**config.mk**
```make
export PLATFORM = sky130hd
export DESIGN_NAME = dpa_core
export DESIGN_NICKNAME = d
export VERILOG_FILES = /design/src/include/dpa_pkg.sv /design/src/hw/dpa_pin_sync.sv /design/src/hw/dpa_arbiter.sv /design/src/hw/dpa_core.sv
export SDC_FILE = /design/constraint.sdc
export NUM_CORES = 1
export LEC_CHECK = 0
export ABC_AREA = 1
export BUFFER_PORTS_ARGS = -buffer_cell sky130_fd_sc_hd__buf_4
export CAP_MARGIN = 15
export CORE_UTILIZATION = 56
export DETAILED_ROUTE_END_ITERATION = 12
export GPL_TIMING_DRIVEN = 0
export PLACE_DENSITY = 0.83
export SLEW_MARGIN = 20
export SYNTH_ARGS = -nofsm -noshare
export SYNTH_HDL_FRONTEND = slang
export SYNTH_SLANG_ARGS = --single-unit
```
**constraint.sdc**
```tcl
create_clock -name CLK_SYS -period 3.9 [get_ports CLK_SYS]
set_input_delay 0.585 -clock CLK_SYS [delete_from_list [all_inputs] [get_ports CLK_SYS]]
set_output_delay 0.585 -clock CLK_SYS [all_outputs]
set_load 0.05 [all_outputs]
```
**src/include/dpa_pkg.sv**
```systemverilog
// Shared constants, types and helpers of the DMA request priority arbiter
package dpa_pkg;
	localparam int NUM_CHAN = 4;
	localparam int NUM_EXT = 2;
	localparam int NUM_PSRC = 5;
	localparam int AXI_AW = 8;
	localparam logic [7:0] OFS_CHAN0 = 8'h00;
	localparam logic [7:0] OFS_CHAN1 = 8'h04;
	localparam logic [7:0] OFS_CHAN2 = 8'h08;
	localparam logic [7:0] OFS_CHAN3 = 8'h0c;
	localparam logic [7:0] OFS_OPER = 8'h10;
	localparam logic [7:0] OFS_STAT = 8'h14;
	localparam logic [7:0] OFS_PREN = 8'h18;
	localparam int OPER_ME_BIT = 0;
	localparam int OPER_NMI_BIT = 1;
	localparam int OPER_AE_BIT = 2;
	localparam int OPER_PRIO_LSB = 8;
	localparam logic [3:0] SRC_EXT_DUAL = 4'h0;
	localparam logic [3:0] SRC_EXT_MEM2DEV = 4'h2;
	localparam logic [3:0] SRC_EXT_DEV2MEM = 4'h3;
	localparam logic [3:0] SRC_AUTO = 4'h4;
	localparam logic [3:0] SRC_PERIPH_BASE = 4'h8;
	localparam logic [3:0] SRC_CAP_LAST = 4'he;
	localparam int PSRC_CAP = 4;
	localparam logic [1:0] PRIO_FIX0 = 2'h0;
	localparam logic [1:0] PRIO_FIX1 = 2'h1;
	localparam logic [1:0] PRIO_FIX2 = 2'h2;
	localparam logic [1:0] PRIO_RR = 2'h3;
	localparam logic [1:0] RR_TOP_RST = 2'h0;
	localparam logic [1:0] RESP_OKAY = 2'h0;
	localparam logic [1:0] RESP_SLVERR = 2'h2;

	typedef struct packed {
		logic xfer_end_flag;
		logic chan_enable;
		logic burst_mode;
		logic req_detect_sel;
		logic [3:0] req_source_sel;
	} dpa_chan_ctrl_type;

	typedef struct packed {
		logic [1:0] prio_sel;
		logic addr_err_flag;
		logic nmi_flag;
		logic master_enable;
	} dpa_oper_type;

	typedef struct packed {
		logic capture_req_en_hi;
		logic capture_req_en_lo;
		logic [3:0] serial_en;
	} dpa_pren_type;

	typedef enum {ST_IDLE, ST_BUSY} dpa_state_type;

	localparam dpa_chan_ctrl_type CHAN_CTRL_RST = 8'h00;
	localparam dpa_oper_type OPER_RST = 5'h00;
	localparam dpa_pren_type PREN_RST = 6'h00;

	function automatic logic is_serial(input logic [3:0] src);
		is_serial = (src[3:2] == 2'h2);
	endfunction : is_serial

	function automatic logic is_capture(input logic [3:0] src);
		is_capture = (src[3:2] == 2'h3) && (src <= SRC_CAP_LAST);
	endfunction : is_capture

	function automatic logic is_ext(input logic [3:0] src);
		is_ext = (src == SRC_EXT_DUAL) || (src == SRC_EXT_MEM2DEV) ||
			(src == SRC_EXT_DEV2MEM);
	endfunction : is_ext

	// Channel that holds a given rank (0 = highest) under a priority mode
	function automatic logic [1:0] prio_chan(input logic [1:0] sel,
		input logic [1:0] rr_top, input logic [1:0] rank);
		logic [7:0] tab;
		tab = 8'he4;
		unique case (sel)
			PRIO_FIX0: tab = 8'he4;
			PRIO_FIX1: tab = 8'h78;
			PRIO_FIX2: tab = 8'hd2;
			PRIO_RR: tab = 8'he4;
		endcase
		if (sel == PRIO_RR)
			prio_chan = 2'(rr_top + rank);
		else
			prio_chan = tab[{rank, 1'b0} +: 2];
	endfunction : prio_chan
endpackage : dpa_pkg

```
**src/hw/dpa_pin_sync.sv**
```systemverilog
// Three-stage pin synchroniser with agreement filter
`timescale 1ns/1ps
`default_nettype none
module dpa_pin_sync (
	input wire logic clk,
	input wire logic reset_n,
	input wire logic pin,
	output logic level
);
	logic ff1;
	logic ff2;
	logic ff3;

	always_ff @(posedge clk) begin
		if (!reset_n) begin
			ff1 <= 1'b1;
			ff2 <= 1'b1;
			ff3 <= 1'b1;
		end else begin
			ff1 <= pin;
			ff2 <= ff1;
			ff3 <= ff2;
		end
	end

	// Level changes only once stages two and three agree
	always_ff @(posedge clk) begin
		if (!reset_n)
			level <= 1'b1;
		else if (ff2 == ff3)
			level <= ff3;
	end
endmodule : dpa_pin_sync
`default_nettype wire

```
**src/hw/dpa_arbiter.sv**
```systemverilog
// Combinational channel selector over the active priority order
`timescale 1ns/1ps
`default_nettype none
module dpa_arbiter
	import dpa_pkg::*;
(
	input wire logic [3:0] req,
	input wire logic [1:0] prio_sel,
	input wire logic [1:0] rr_top,
	output logic win_valid,
	output logic [1:0] win_chan
);
	logic [1:0] c;

	always_comb begin
		c = 2'h0;
		win_valid = 1'b0;
		win_chan = 2'h0;
		// Walk from lowest rank up so the highest rank wins last
		for (int r = NUM_CHAN - 1; r >= 0; r--) begin
			c = prio_chan(prio_sel, rr_top, 2'(r));
			if (req[c]) begin
				win_valid = 1'b1;
				win_chan = c;
			end
		end
	end
endmodule : dpa_arbiter
`default_nettype wire

```
**src/hw/dpa_core.sv**
```systemverilog
// DMA request source handling and channel priority arbitration
// Behaviour
// - External request pin is recognised as a low level or a falling edge.
// - Detect-select 0 means level detection, 1 means falling-edge detection.
// - Edge request latched while channel is idle but flags clear, until served.
// - Five peripheral requests: capture plus receive/transmit of two serial units.
// - Transfer starts only when both enables set and all three flags clear.
// - Request source is independent of data source and destination.
// - Serial receive requests move data in cycle-steal mode only.
// - One capture event is served only by the highest-priority channel.
// - Capture request withdrawn when both capture enable bits are 0.
// - Peripheral request only passes while its own enable bit is set.
// - Served peripheral request clears per unit, or at the last in burst.
// - Simultaneous requests granted by fixed or round-robin order.
// - Fixed orders are 0123, 0231 and 2013, highest first.
// - In round robin a channel finishing a unit drops to lowest.
// - Demotion rotates the order, followers keep their relative order.
// - Round-robin order after reset is 0, 1, 2, 3.
// - No other request accepted during a transfer resets order to 0123.
// - Requests arriving mid-transfer wait and are arbitrated at unit end.
`timescale 1ns/1ps
`default_nettype none
module dpa_core
	import dpa_pkg::*;
(
	input wire logic CLK_SYS,
	input wire logic RESET_N,
	input wire logic S_AXI_AWVALID,
	output logic S_AXI_AWREADY,
	input wire logic [AXI_AW-1:0] S_AXI_AWADDR,
	input wire logic S_AXI_WVALID,
	output logic S_AXI_WREADY,
	input wire logic [31:0] S_AXI_WDATA,
	input wire logic [3:0] S_AXI_WSTRB,
	output logic S_AXI_BVALID,
	input wire logic S_AXI_BREADY,
	output logic [1:0] S_AXI_BRESP,
	input wire logic S_AXI_ARVALID,
	output logic S_AXI_ARREADY,
	input wire logic [AXI_AW-1:0] S_AXI_ARADDR,
	output logic S_AXI_RVALID,
	input wire logic S_AXI_RREADY,
	output logic [31:0] S_AXI_RDATA,
	output logic [1:0] S_AXI_RRESP,
	input wire logic [NUM_EXT-1:0] EXT_XFER_REQ_N,
	input wire logic [1:0] TX_EMPTY_REQ,
	input wire logic [1:0] RX_FULL_REQ,
	input wire logic CAPTURE_REQ,
	input wire logic NMI_EVENT,
	input wire logic ADDR_ERR_EVENT,
	input wire logic UNIT_DONE,
	input wire logic UNIT_LAST,
	output logic GRANT_VALID,
	output logic [1:0] GRANT_CHAN,
	output logic GRANT_BURST,
	output logic [3:0] CHAN_RUN_OK
);
	dpa_chan_ctrl_type chan_ctrl [NUM_CHAN];
	dpa_oper_type oper;
	dpa_pren_type pren;
	dpa_state_type state;
	logic [1:0] rr_top;
	logic [NUM_EXT-1:0] ext_lvl;
	logic [NUM_EXT-1:0] ext_prev;
	logic [NUM_EXT-1:0] ext_pend;
	logic [NUM_EXT-1:0] ext_fall;
	logic [NUM_EXT-1:0] ext_accept;
	logic [NUM_EXT-1:0] ext_req;
	logic [NUM_PSRC-1:0] periph_pend;
	logic [NUM_PSRC-1:0] periph_in;
	logic [NUM_PSRC-1:0] periph_en;
	logic [NUM_PSRC-1:0] periph_serve;
	logic [3:0] chan_ok;
	logic [3:0] chan_req;
	logic [3:0] eff_burst;
	logic win_valid;
	logic [1:0] win_chan;
	logic unit_end;
	logic others_req;
	logic [3:0] g_src;
	logic aw_got;
	logic w_got;
	logic [AXI_AW-1:0] aw_addr;
	logic [31:0] w_data;
	logic [3:0] w_strb;
	logic wr_do;
	logic [31:0] rd_word;
	logic rd_hit;
	logic wr_hit;

	// Pin synchronisers
	for (genvar e = 0; e < NUM_EXT; e++) begin : g_ext
		dpa_pin_sync u_dpa_pin_sync (
			.clk(CLK_SYS),
			.reset_n(RESET_N),
			.pin(EXT_XFER_REQ_N[e]),
			.level(ext_lvl[e])
		);
	end

	// Per-channel enable condition and request selection
	always_comb begin
		for (int c = 0; c < NUM_CHAN; c++) begin
			chan_ok[c] = chan_ctrl[c].chan_enable && oper.master_enable &&
				!chan_ctrl[c].xfer_end_flag && !oper.nmi_flag &&
				!oper.addr_err_flag;
			eff_burst[c] = chan_ctrl[c].burst_mode &&
				!is_serial(chan_ctrl[c].req_source_sel);
			chan_req[c] = 1'b0;
			if (is_ext(chan_ctrl[c].req_source_sel) && c < NUM_EXT)
				chan_req[c] = ext_req[c[0]];
			else if (chan_ctrl[c].req_source_sel == SRC_AUTO)
				chan_req[c] = 1'b1;
			else if (is_serial(chan_ctrl[c].req_source_sel))
				chan_req[c] = periph_pend[chan_ctrl[c].req_source_sel[1:0]];
			else if (is_capture(chan_ctrl[c].req_source_sel))
				chan_req[c] = periph_pend[PSRC_CAP];
			chan_req[c] = chan_req[c] && chan_ok[c];
		end
	end
	assign CHAN_RUN_OK = chan_ok;

	// External request detection
	always_comb begin
		for (int e = 0; e < NUM_EXT; e++) begin
			ext_accept[e] = !chan_ctrl[e].xfer_end_flag && !oper.nmi_flag &&
				!oper.addr_err_flag;
			ext_fall[e] = ext_prev[e] && !ext_lvl[e];
			ext_req[e] = chan_ctrl[e].req_detect_sel ? ext_pend[e] :
				!ext_lvl[e];
		end
	end

	always_ff @(posedge CLK_SYS) begin
		if (!RESET_N)
			ext_prev <= '1;
		else
			ext_prev <= ext_lvl;
	end

	always_ff @(posedge CLK_SYS) begin
		if (!RESET_N) begin
			ext_pend <= '0;
		end else begin
			for (int e = 0; e < NUM_EXT; e++) begin
				if (!ext_accept[e] || !chan_ctrl[e].req_detect_sel)
					ext_pend[e] <= 1'b0;
				else if (ext_fall[e])
					ext_pend[e] <= 1'b1;
				else if (unit_end && GRANT_CHAN == 2'(e))
					ext_pend[e] <= 1'b0;
			end
		end
	end

	// Peripheral request latches
	assign periph_in = {CAPTURE_REQ, RX_FULL_REQ[1], TX_EMPTY_REQ[1],
		RX_FULL_REQ[0], TX_EMPTY_REQ[0]};
	assign periph_en = {pren.capture_req_en_hi || pren.capture_req_en_lo,
		pren.serial_en};
	assign g_src = chan_ctrl[GRANT_CHAN].req_source_sel;

	always_comb begin
		periph_serve = '0;
		if (unit_end && (!eff_burst[GRANT_CHAN] || UNIT_LAST)) begin
			if (is_serial(g_src))
				periph_serve[g_src[1:0]] = 1'b1;
			else if (is_capture(g_src))
				periph_serve[PSRC_CAP] = 1'b1;
		end
	end

	always_ff @(posedge CLK_SYS) begin
		if (!RESET_N) begin
			periph_pend <= '0;
		end else begin
			for (int p = 0; p < NUM_PSRC; p++) begin
				if (!periph_en[p])
					periph_pend[p] <= 1'b0;
				else if (periph_in[p])
					periph_pend[p] <= 1'b1;
				else if (periph_serve[p])
					periph_pend[p] <= 1'b0;
			end
		end
	end

	// Arbitration and grant
	dpa_arbiter u_dpa_arbiter (
		.req(chan_req),
		.prio_sel(oper.prio_sel),
		.rr_top(rr_top),
		.win_valid(win_valid),
		.win_chan(win_chan)
	);

	assign unit_end = (state == ST_BUSY) && UNIT_DONE;
	assign others_req = |(chan_req & ~(4'h1 << GRANT_CHAN));
	assign GRANT_VALID = (state == ST_BUSY);

	always_ff @(posedge CLK_SYS) begin
		if (!RESET_N) begin
			state <= ST_IDLE;
			GRANT_CHAN <= 2'h0;
			GRANT_BURST <= 1'b0;
		end else begin
			unique case (state)
				ST_IDLE: begin
					if (win_valid) begin
						state <= ST_BUSY;
						GRANT_CHAN <= win_chan;
						GRANT_BURST <= eff_burst[win_chan];
					end
				end
				ST_BUSY: begin
					// Burst keeps the bus; otherwise rearbitrate at unit end
					if (UNIT_DONE && !(GRANT_BURST && !UNIT_LAST &&
						chan_ok[GRANT_CHAN]))
						state <= ST_IDLE;
				end
			endcase
		end
	end

	always_ff @(posedge CLK_SYS) begin
		if (!RESET_N)
			rr_top <= RR_TOP_RST;
		else if (unit_end && oper.prio_sel == PRIO_RR) begin
			if (others_req)
				rr_top <= 2'(GRANT_CHAN + 2'h1);
			else
				rr_top <= RR_TOP_RST;
		end
	end

	// AXI4-Lite slave
	assign S_AXI_AWREADY = !aw_got;
	assign S_AXI_WREADY = !w_got;
	assign S_AXI_ARREADY = !S_AXI_RVALID;
	assign wr_do = aw_got && w_got && !S_AXI_BVALID;
	assign wr_hit = (aw_addr[1:0] == 2'h0) && (aw_addr <= OFS_PREN);

	always_ff @(posedge CLK_SYS) begin
		if (!RESET_N) begin
			aw_got <= 1'b0;
			aw_addr <= '0;
		end else if (S_AXI_AWVALID && !aw_got) begin
			aw_got <= 1'b1;
			aw_addr <= S_AXI_AWADDR;
		end else if (wr_do) begin
			aw_got <= 1'b0;
		end
	end

	always_ff @(posedge CLK_SYS) begin
		if (!RESET_N) begin
			w_got <= 1'b0;
			w_data <= '0;
			w_strb <= '0;
		end else if (S_AXI_WVALID && !w_got) begin
			w_got <= 1'b1;
			w_data <= S_AXI_WDATA;
			w_strb <= S_AXI_WSTRB;
		end else if (wr_do) begin
			w_got <= 1'b0;
		end
	end

	always_ff @(posedge CLK_SYS) begin
		if (!RESET_N) begin
			S_AXI_BVALID <= 1'b0;
			S_AXI_BRESP <= RESP_OKAY;
		end else if (wr_do) begin
			S_AXI_BVALID <= 1'b1;
			S_AXI_BRESP <= wr_hit ? RESP_OKAY : RESP_SLVERR;
		end else if (S_AXI_BREADY) begin
			S_AXI_BVALID <= 1'b0;
		end
	end

	// Channel control: hardware setting of end flag wins over software
	always_ff @(posedge CLK_SYS) begin
		if (!RESET_N) begin
			for (int c = 0; c < NUM_CHAN; c++)
				chan_ctrl[c] <= CHAN_CTRL_RST;
		end else begin
			for (int c = 0; c < NUM_CHAN; c++) begin
				if (wr_do && w_strb[0] && aw_addr == OFS_CHAN0 + 8'(4 * c))
					chan_ctrl[c] <= w_data[7:0];
				if (unit_end && UNIT_LAST && GRANT_CHAN == 2'(c))
					chan_ctrl[c].xfer_end_flag <= 1'b1;
			end
		end
	end

	always_ff @(posedge CLK_SYS) begin
		if (!RESET_N) begin
			oper <= OPER_RST;
		end else begin
			if (wr_do && aw_addr == OFS_OPER) begin
				if (w_strb[0]) begin
					oper.master_enable <= w_data[OPER_ME_BIT];
					oper.nmi_flag <= w_data[OPER_NMI_BIT];
					oper.addr_err_flag <= w_data[OPER_AE_BIT];
				end
				if (w_strb[1])
					oper.prio_sel <= w_data[OPER_PRIO_LSB +: 2];
			end
			if (NMI_EVENT)
				oper.nmi_flag <= 1'b1;
			if (ADDR_ERR_EVENT)
				oper.addr_err_flag <= 1'b1;
		end
	end

	always_ff @(posedge CLK_SYS) begin
		if (!RESET_N)
			pren <= PREN_RST;
		else if (wr_do && w_strb[0] && aw_addr == OFS_PREN)
			pren <= w_data[5:0];
	end

	always_comb begin
		rd_word = '0;
		rd_hit = 1'b1;
		unique case (S_AXI_ARADDR)
			OFS_CHAN0: rd_word[7:0] = chan_ctrl[0];
			OFS_CHAN1: rd_word[7:0] = chan_ctrl[1];
			OFS_CHAN2: rd_word[7:0] = chan_ctrl[2];
			OFS_CHAN3: rd_word[7:0] = chan_ctrl[3];
			OFS_OPER: begin
				rd_word[OPER_ME_BIT] = oper.master_enable;
				rd_word[OPER_NMI_BIT] = oper.nmi_flag;
				rd_word[OPER_AE_BIT] = oper.addr_err_flag;
				rd_word[OPER_PRIO_LSB +: 2] = oper.prio_sel;
			end
			OFS_STAT: rd_word[16:0] = {ext_pend, periph_pend, rr_top,
				1'b0, GRANT_CHAN, GRANT_VALID, chan_req};
			OFS_PREN: rd_word[5:0] = pren;
			default: rd_hit = 1'b0;
		endcase
	end

	always_ff @(posedge CLK_SYS) begin
		if (!RESET_N) begin
			S_AXI_RVALID <= 1'b0;
			S_AXI_RDATA <= '0;
			S_AXI_RRESP <= RESP_OKAY;
		end else if (S_AXI_ARVALID && !S_AXI_RVALID) begin
			S_AXI_RVALID <= 1'b1;
			S_AXI_RDATA <= rd_word;
			S_AXI_RRESP <= rd_hit ? RESP_OKAY : RESP_SLVERR;
		end else if (S_AXI_RREADY) begin
			S_AXI_RVALID <= 1'b0;
		end
	end
endmodule : dpa_core
`default_nettype wire

```
## Word-level counts from Yosys, hierarchy flattened

Memories as Yosys holds them, arrays and structs flattened. A register that Yosys moved wholly into a read port is not among the register bits.
Index checks and enable logic that the tools add are counted.

- Register bits after elaboration: 110
- RAM bits: 32
- Input port bits: 70
- Output and inout port bits: 49
- Logic and storage cells: 373
- Memories kept: 1

Memories:

| name | words | bits a word | read ports | clocked after Yosys merged registers in | write ports | line | RTL |
|---|---|---|---|---|---|---|---|
| chan_ctrl | 4 | 8 | 5 | 1 | 4 | dpa_core.sv:58 | `dpa_chan_ctrl_type chan_ctrl [NUM_CHAN];` |

- Add/subtract/negate cells: 4
- $lt $le $gt $ge: 18
- Equality and inequality tests: 41
- Shift-type cells: 1
- Muxes and demuxes: 129
- Bitwise gates (word level): 11
- Reductions and logical operators: 131

Operator list:

| kind | number |
|---|---|
| 2-to-1 mux 1 bit | 87 |
| 2-to-1 mux 32 bit | 2 |
| one-hot mux 32 bit (2 select lines) | 1 |
| logical AND 1 bit | 62 |
| == test 8 x 5 -> 1 bit, second input constant | 5 |
| == test 32 x 1 -> 1 bit, second input constant | 1 |
| == test 32 x 2 -> 1 bit, second input constant | 1 |
| == test 8 x 4 -> 1 bit, second input constant | 4 |
| logical NOT 32 bit | 1 |
| 2-to-1 mux 8 bit | 4 |
| nonzero test 2 bit | 15 |
| == test 2 bit, second input constant | 14 |
| 2-to-1 mux 2 bit | 13 |
| one-hot mux 8 bit (3 select lines) | 1 |
| logical NOT 1 bit | 23 |
| binary-select mux 1 bit (select 2 bit) | 11 |
| AND reduction 2 bit | 11 |
| one-hot mux 3 bit (7 select lines) | 1 |
| <= comparator 4 bit, second input constant | 5 |
| less-than comparator 2 x 4 -> 1 bit, second input constant | 5 |
| less-than comparator 2 x 3 -> 1 bit, second input constant | 6 |
| one-hot mux 3 bit (6 select lines) | 1 |
| == test 4 x 2 -> 1 bit, second input constant | 4 |
| == test 4 x 3 -> 1 bit, second input constant | 4 |
| other kinds (28) | 53 |

## Depth between registers and ports, before layout

An unclocked memory read counts as a cell.

- Word-level depth: 17
- Gate-level depth with buffers: 20
- Depth with buffers taken out: 20

## Modules after synthesis

From an unflattened synthesis, not the netlist that was laid out.

- Cell total of the unflattened synthesis: 843
- Area total of the unflattened synthesis: 6088.3 sq um

Modules (own cells, without submodules):

| module | instances | cells an instance | area an instance (sq um) | sequential area each (sq um) |
|---|---|---|---|---|
| dpa_core | 1 | 728 | 5417.7 | 2382.3 |
| dpa_arbiter | 1 | 81 | 402.9 | 0.0 |
| dpa_pin_sync | 2 | 17 | 133.9 | 80.1 |

## Worst setup path after synthesis

OpenSTA, ideal clock, no wires.

- Path kind: register -> register
- Start point: register oper[0] in the netlist's numbering
- End point: register GRANT_BURST
- Library setup time: 131 ps
- Arrival: 1956 ps
- Data required time: 3769 ps
- Slack: 1813 ps
- Stages on the path, launching flop included: 16
- Buffers on the path: 0
- Period minus slack after synthesis: 2087 ps
- Cell sequence: dfxtp_1 nand3_2 nor2_2 nand2_1 nand2_1 nand3_1 nand2_2 inv_2 nand2_1 nand2_1 nand2_1 nand2_2 inv_1 nand3_1 nand3_2 a21oi_2

- Word-level cells in the longest chain between the ends: 13
- Elaborated cells on any way between the ends: 39
- Classes of those cells: mux: 18; reduce/logical: 21

Ends and longest elaborated chain:

| what | line | RTL |
|---|---|---|
| start, declared | dpa_core.sv:59 | `dpa_oper_type oper;` |
| logical AND 1 bit (*) (2 in a row) | dpa_core.sv:104 | `chan_ok[c] = chan_ctrl[c].chan_enable && oper.master_enable &&` |
| logical AND 1 bit (*) (2 in a row) | dpa_core.sv:105 | `!chan_ctrl[c].xfer_end_flag && !oper.nmi_flag &&` |
| net CHAN_RUN_OK[2] | dpa_core.sv:56 | `output logic [3:0] CHAN_RUN_OK` |
| logical AND 1 bit (*) | dpa_core.sv:118 | `chan_req[c] = chan_req[c] && chan_ok[c];` |
| binary-select mux 1 bit (select 2 bit) | dpa_arbiter.sv:22 | `if (req[c]) begin` |
| 2-to-1 mux 1 bit (not written as such) | dpa_arbiter.sv:22 |  |
| 2-to-1 mux 2 bit (4 in a row) | dpa_arbiter.sv:22 |  |
| binary-select mux 1 bit (select 2 bit) | dpa_core.sv:212 | `GRANT_BURST <= eff_burst[win_chan];` |
| 2-to-1 mux 1 bit (not written as such) | dpa_core.sv:212 |  |
| end signal, assigned | dpa_core.sv:212 |  |
| end, declared | dpa_core.sv:55 | `output logic GRANT_BURST,` |

Mark *: on every way through the listed nets, which the timed path passes. The rest lies on a longest branch. The select of a mux whose other input is x is not followed.
A chain may end at the register's enable or synchronous reset.

## Final worst setup path

- Start point: register oper[3] (netlist name)
- End point: register GRANT_BURST

- Word-level cells in the longest chain between the ends: 11
- Elaborated cells on any way between the ends: 28
- Classes of those cells: eq/ne: 3; mux: 23; reduce/logical: 2

Ends and longest elaborated chain:

| what | line | RTL |
|---|---|---|
| == test 2 bit (tied with other cells) | dpa_pkg.sv:78 | `unique case (sel)` |
| one-hot mux 8 bit (3 select lines) | dpa_pkg.sv:78 |  |
| 2-to-1 mux 2 bit | dpa_pkg.sv:84 | `if (sel == PRIO_RR)` |
| binary-select mux 1 bit (select 2 bit) | dpa_arbiter.sv:22 |  |
| 2-to-1 mux 1 bit (not written as such) | dpa_arbiter.sv:22 |  |
| 2-to-1 mux 2 bit (4 in a row) | dpa_arbiter.sv:22 |  |
| binary-select mux 1 bit (select 2 bit) | dpa_core.sv:212 |  |
| 2-to-1 mux 1 bit (not written as such) | dpa_core.sv:212 |  |

Parallel ways exist; a longest one is shown, timed or not. The select of a mux whose other input is x is not followed.

==> reports/results.tsv <==
stage	metric	value	unit
place	dp_cells	1008	
logic_synthesis	synth_edf_count	32	
critical_path	crit_required	4150	ps
power_and_ir_drop	power_leakage	3.01	nW
clocking	clkTransAtPathRegs	110	ps
detailed_routing	vias_per_cell	5.64	
logic_synthesis	mappedNetlistArea	5730	um^2
clocking	htree_levels	3	
place	dp_hpwl	13.5	mm
detailed_routing	drcViolationCount	0	
layout	drive_above_1_share	17.8	%
floorplanning	initial_utilization	58.1	%
power_and_ir_drop	peakVddDrop	266	uV
sta	fin_crit	2430	ps
sta	drv_slew	0	
clocking	cts_tree	done	
detailed_routing	vias	5774	
logic_synthesis	ys_types	39	
logic_synthesis	avgSynthCellArea	7.33	um^2
floorplanning	num_rows	36	
clocking	cts_setup_buffers	0	
grt	grt.met2_usage	54.6	%
clocking	cts_resized	0	
grt	grt_max_degree	21	
clocking	cts_made_buffers	9	
sta	worst_slew_pin_slew	777	ps
critical_path	worstPathMaxFanout	8	
layout	postLayoutCoreUtil	68.2	%
critical_path	end_kind	register	
grt	grt_use_total	33.9	%
worst_hold_path	worstHoldPathType	input pin to register	
power_and_ir_drop	powerDensity	338	nW/um^2
clocking	clock_sink_count	111	
layout	diodes	0	
floorplanning	die_height	103	um
sta	whs	382	ps
grt	grt_pass1_vias	5216	
place	pre_cts_ws	1440	ps
critical_path	worstPathArrival	2680	ps
clocking	postCtsHoldBufs	0	
layout	layout_commonest_cell	nand2_1	
critical_path	crit_path_start_kind	register	
sta	hold_viol	0	
detailed_routing	drtIter0Drc	502	
detailed_routing	finalWirelength	17.1	mm
floorplanning	io_pins	119	
outcome	outcome	finished, final reports clean	
logic_synthesis	ys_seq_area_share	44.4	%
detailed_routing	antenna_left	0	
critical_path	path_class	register to register	
floorplanning	die_x	103	um
logic_synthesis	ys.flop_type	dfxtp_1	
detailed_routing	firstDrtPassIters	5	
grt	globalRouteOverflowTotal	0	
sta	maxSlewHeadroom	48.2	%
logic_synthesis	ys_warn_count	0	
job	maxCapViolations	0	
layout	final_cells	1024	
place	place_congestion	1.01	
floorplanning	coreArea	9860	um^2
place	portBuffers	77	
detailed_routing	wl_per_cell	16.7	um
sta	finalClockSkew	23.1	ps
sta	rsz0062_at_grt	false	
grt	grt_first_pass_wirelength	26.7	mm
sta	finalSetupViolations	0	
grt	antenna_found_initial	0	
sta	setup_slack	1470	ps
sta	fin_crit_sh	62.3	%
clocking	clkLatencyLatePin	390	ps
layout	final_cell_mix	nand2_1, nor2_1, inv_1	
sta	setup_tns	0	ps
logic_synthesis	synth-seq-cells	111	
floorplanning	dieArea	10600	um^2
logic_synthesis	netlist_instances	782	
logic_synthesis	synthArstFlopShare	0	%
grt	use_met3	6.45	%
clocking	cts_root_buf	clkbuf_8	
layout	syn2layout_area_growth	17.4	%
grt	top_usage_layer	met2	
clocking	max-clock-path-buffers	2	
sta	max_freq	0.412	GHz
grt	use_met1	44.0	%
layout	finalNetCount	963	
-- worst paths after layout --
check / slack [ps] / from / cells past startpoint / endpoint
hold reg to reg: 430 / g_ext[0].u_dpa_pin_sync.ff1$_SDFF_PN1_ / 1 / g_ext[0].u_dpa_pin_sync.ff2$_SDFF_PN1_
setup / recovery: 1470 / oper[3]$_SDFFE_PN0P_ / 16 / GRANT_BURST$_SDFFE_PN0N_
hold / removal: 380 / EXT_XFER_REQ_N[0] / 2 / g_ext[0].u_dpa_pin_sync.ff1$_SDFF_PN1_
setup reg to reg: 1470 / oper[3]$_SDFFE_PN0P_ / 16 / GRANT_BURST$_SDFFE_PN0N_
-- routing by layer --
layer  wire, um  vias up
li1           -     2744
met1       6780     2652
met2       7960      326
met3       1720       52
met4        646        0
met5          0        -
-- power breakdown --
part           switching [mW]  internal, mW
clock                   0.433         0.251
sequential             0.0343          1.23
combinational           0.226         0.102
total                   0.693          1.58
-- cells in the mapped netlist, drive strengths merged (3+ instances only) --
cell / count / area share (%)
ha: 7 / 1.5
a31oi: 3 / 0.33
inv: 109 / 7.1
dfxtp: 79 / 28
nor3: 11 / 1.2
a211oi: 9 / 1.2
or2: 6 / 0.65
a21oi: 62 / 5.6
o21a: 3 / 0.39
clkbuf: 14 / 0.92
buf: 20 / 2.4
a221oi: 3 / 0.46
nor2: 114 / 7.9
o22ai: 5 / 0.55
edfxtp: 32 / 17
nand4: 7 / 0.76
nand3: 55 / 5.2
a32oi: 3 / 0.46
o221ai: 3 / 0.46
o21ai: 66 / 6.0
o2111ai: 5 / 0.76
nand2: 159 / 11
-- logic make-up after synthesis --
family | share of synthesized area [%]
other | 0.0654
flip-flops | 44.4
buffers and inverters | 10.6
adder cells (fa/ha/maj) | 1.53
AO/OA/AOI/OAI | 16.8
AND/OR/NAND/NOR | 26.7
-- state kept, by name, indices dropped and copies added (netlist names), 2 cells and up, named ones only --
register / flops
chan_ctrl: 32
S_AXI_RDATA: 17
w_data: 10
aw_addr: 8
oper: 5
periph_pend: 5
periph_en: 4
GRANT_CHAN: 2
ext_pend: 2
ext_prev: 2
g_ext.u_dpa_pin_sync.ff1: 2
g_ext.u_dpa_pin_sync.ff2: 2
g_ext.u_dpa_pin_sync.ff3: 2
g_ext.u_dpa_pin_sync.level: 2
pren: 2
rr_top: 2
w_strb: 2
-- stage by stage --
stage,power [mW],cell area [um^2]
2_1_floorplan,1.50,5790
5_1_grt,2.35,6730
3_3_place_gp,1.60,6540
4_1_cts,2.27,6730
6_report,2.28,6730
3_5_place_dp,1.61,6540
-- critical path, cell delays in order (launching register included) --
cell,delay [ps]
dfxtp_1,480
inv_1,100
ha_1,320
o21ai_2,350
inv_2,120
nand3_1,100
nand2_1,70
nand2_2,70
nand2_2,70
a21oi_2,130
nand2_1,80
nand2_2,90
nand2_2,60
nand2_1,60
nand3_1,80
nand3_2,70
a21oi_2,50
-- final cells by class --
cell class / count / area, um^2
buffer: 34 / 193
clock buffer: 10 / 128
clock inverter: 6 / 62.6
fill: 852 / 3140
inverter: 111 / 417
multi-input combinational: 542 / 2640
sequential: 111 / 2540
tap: 133 / 166
timing repair buffer: 77 / 578
Power figures use the tool's default switching activity.
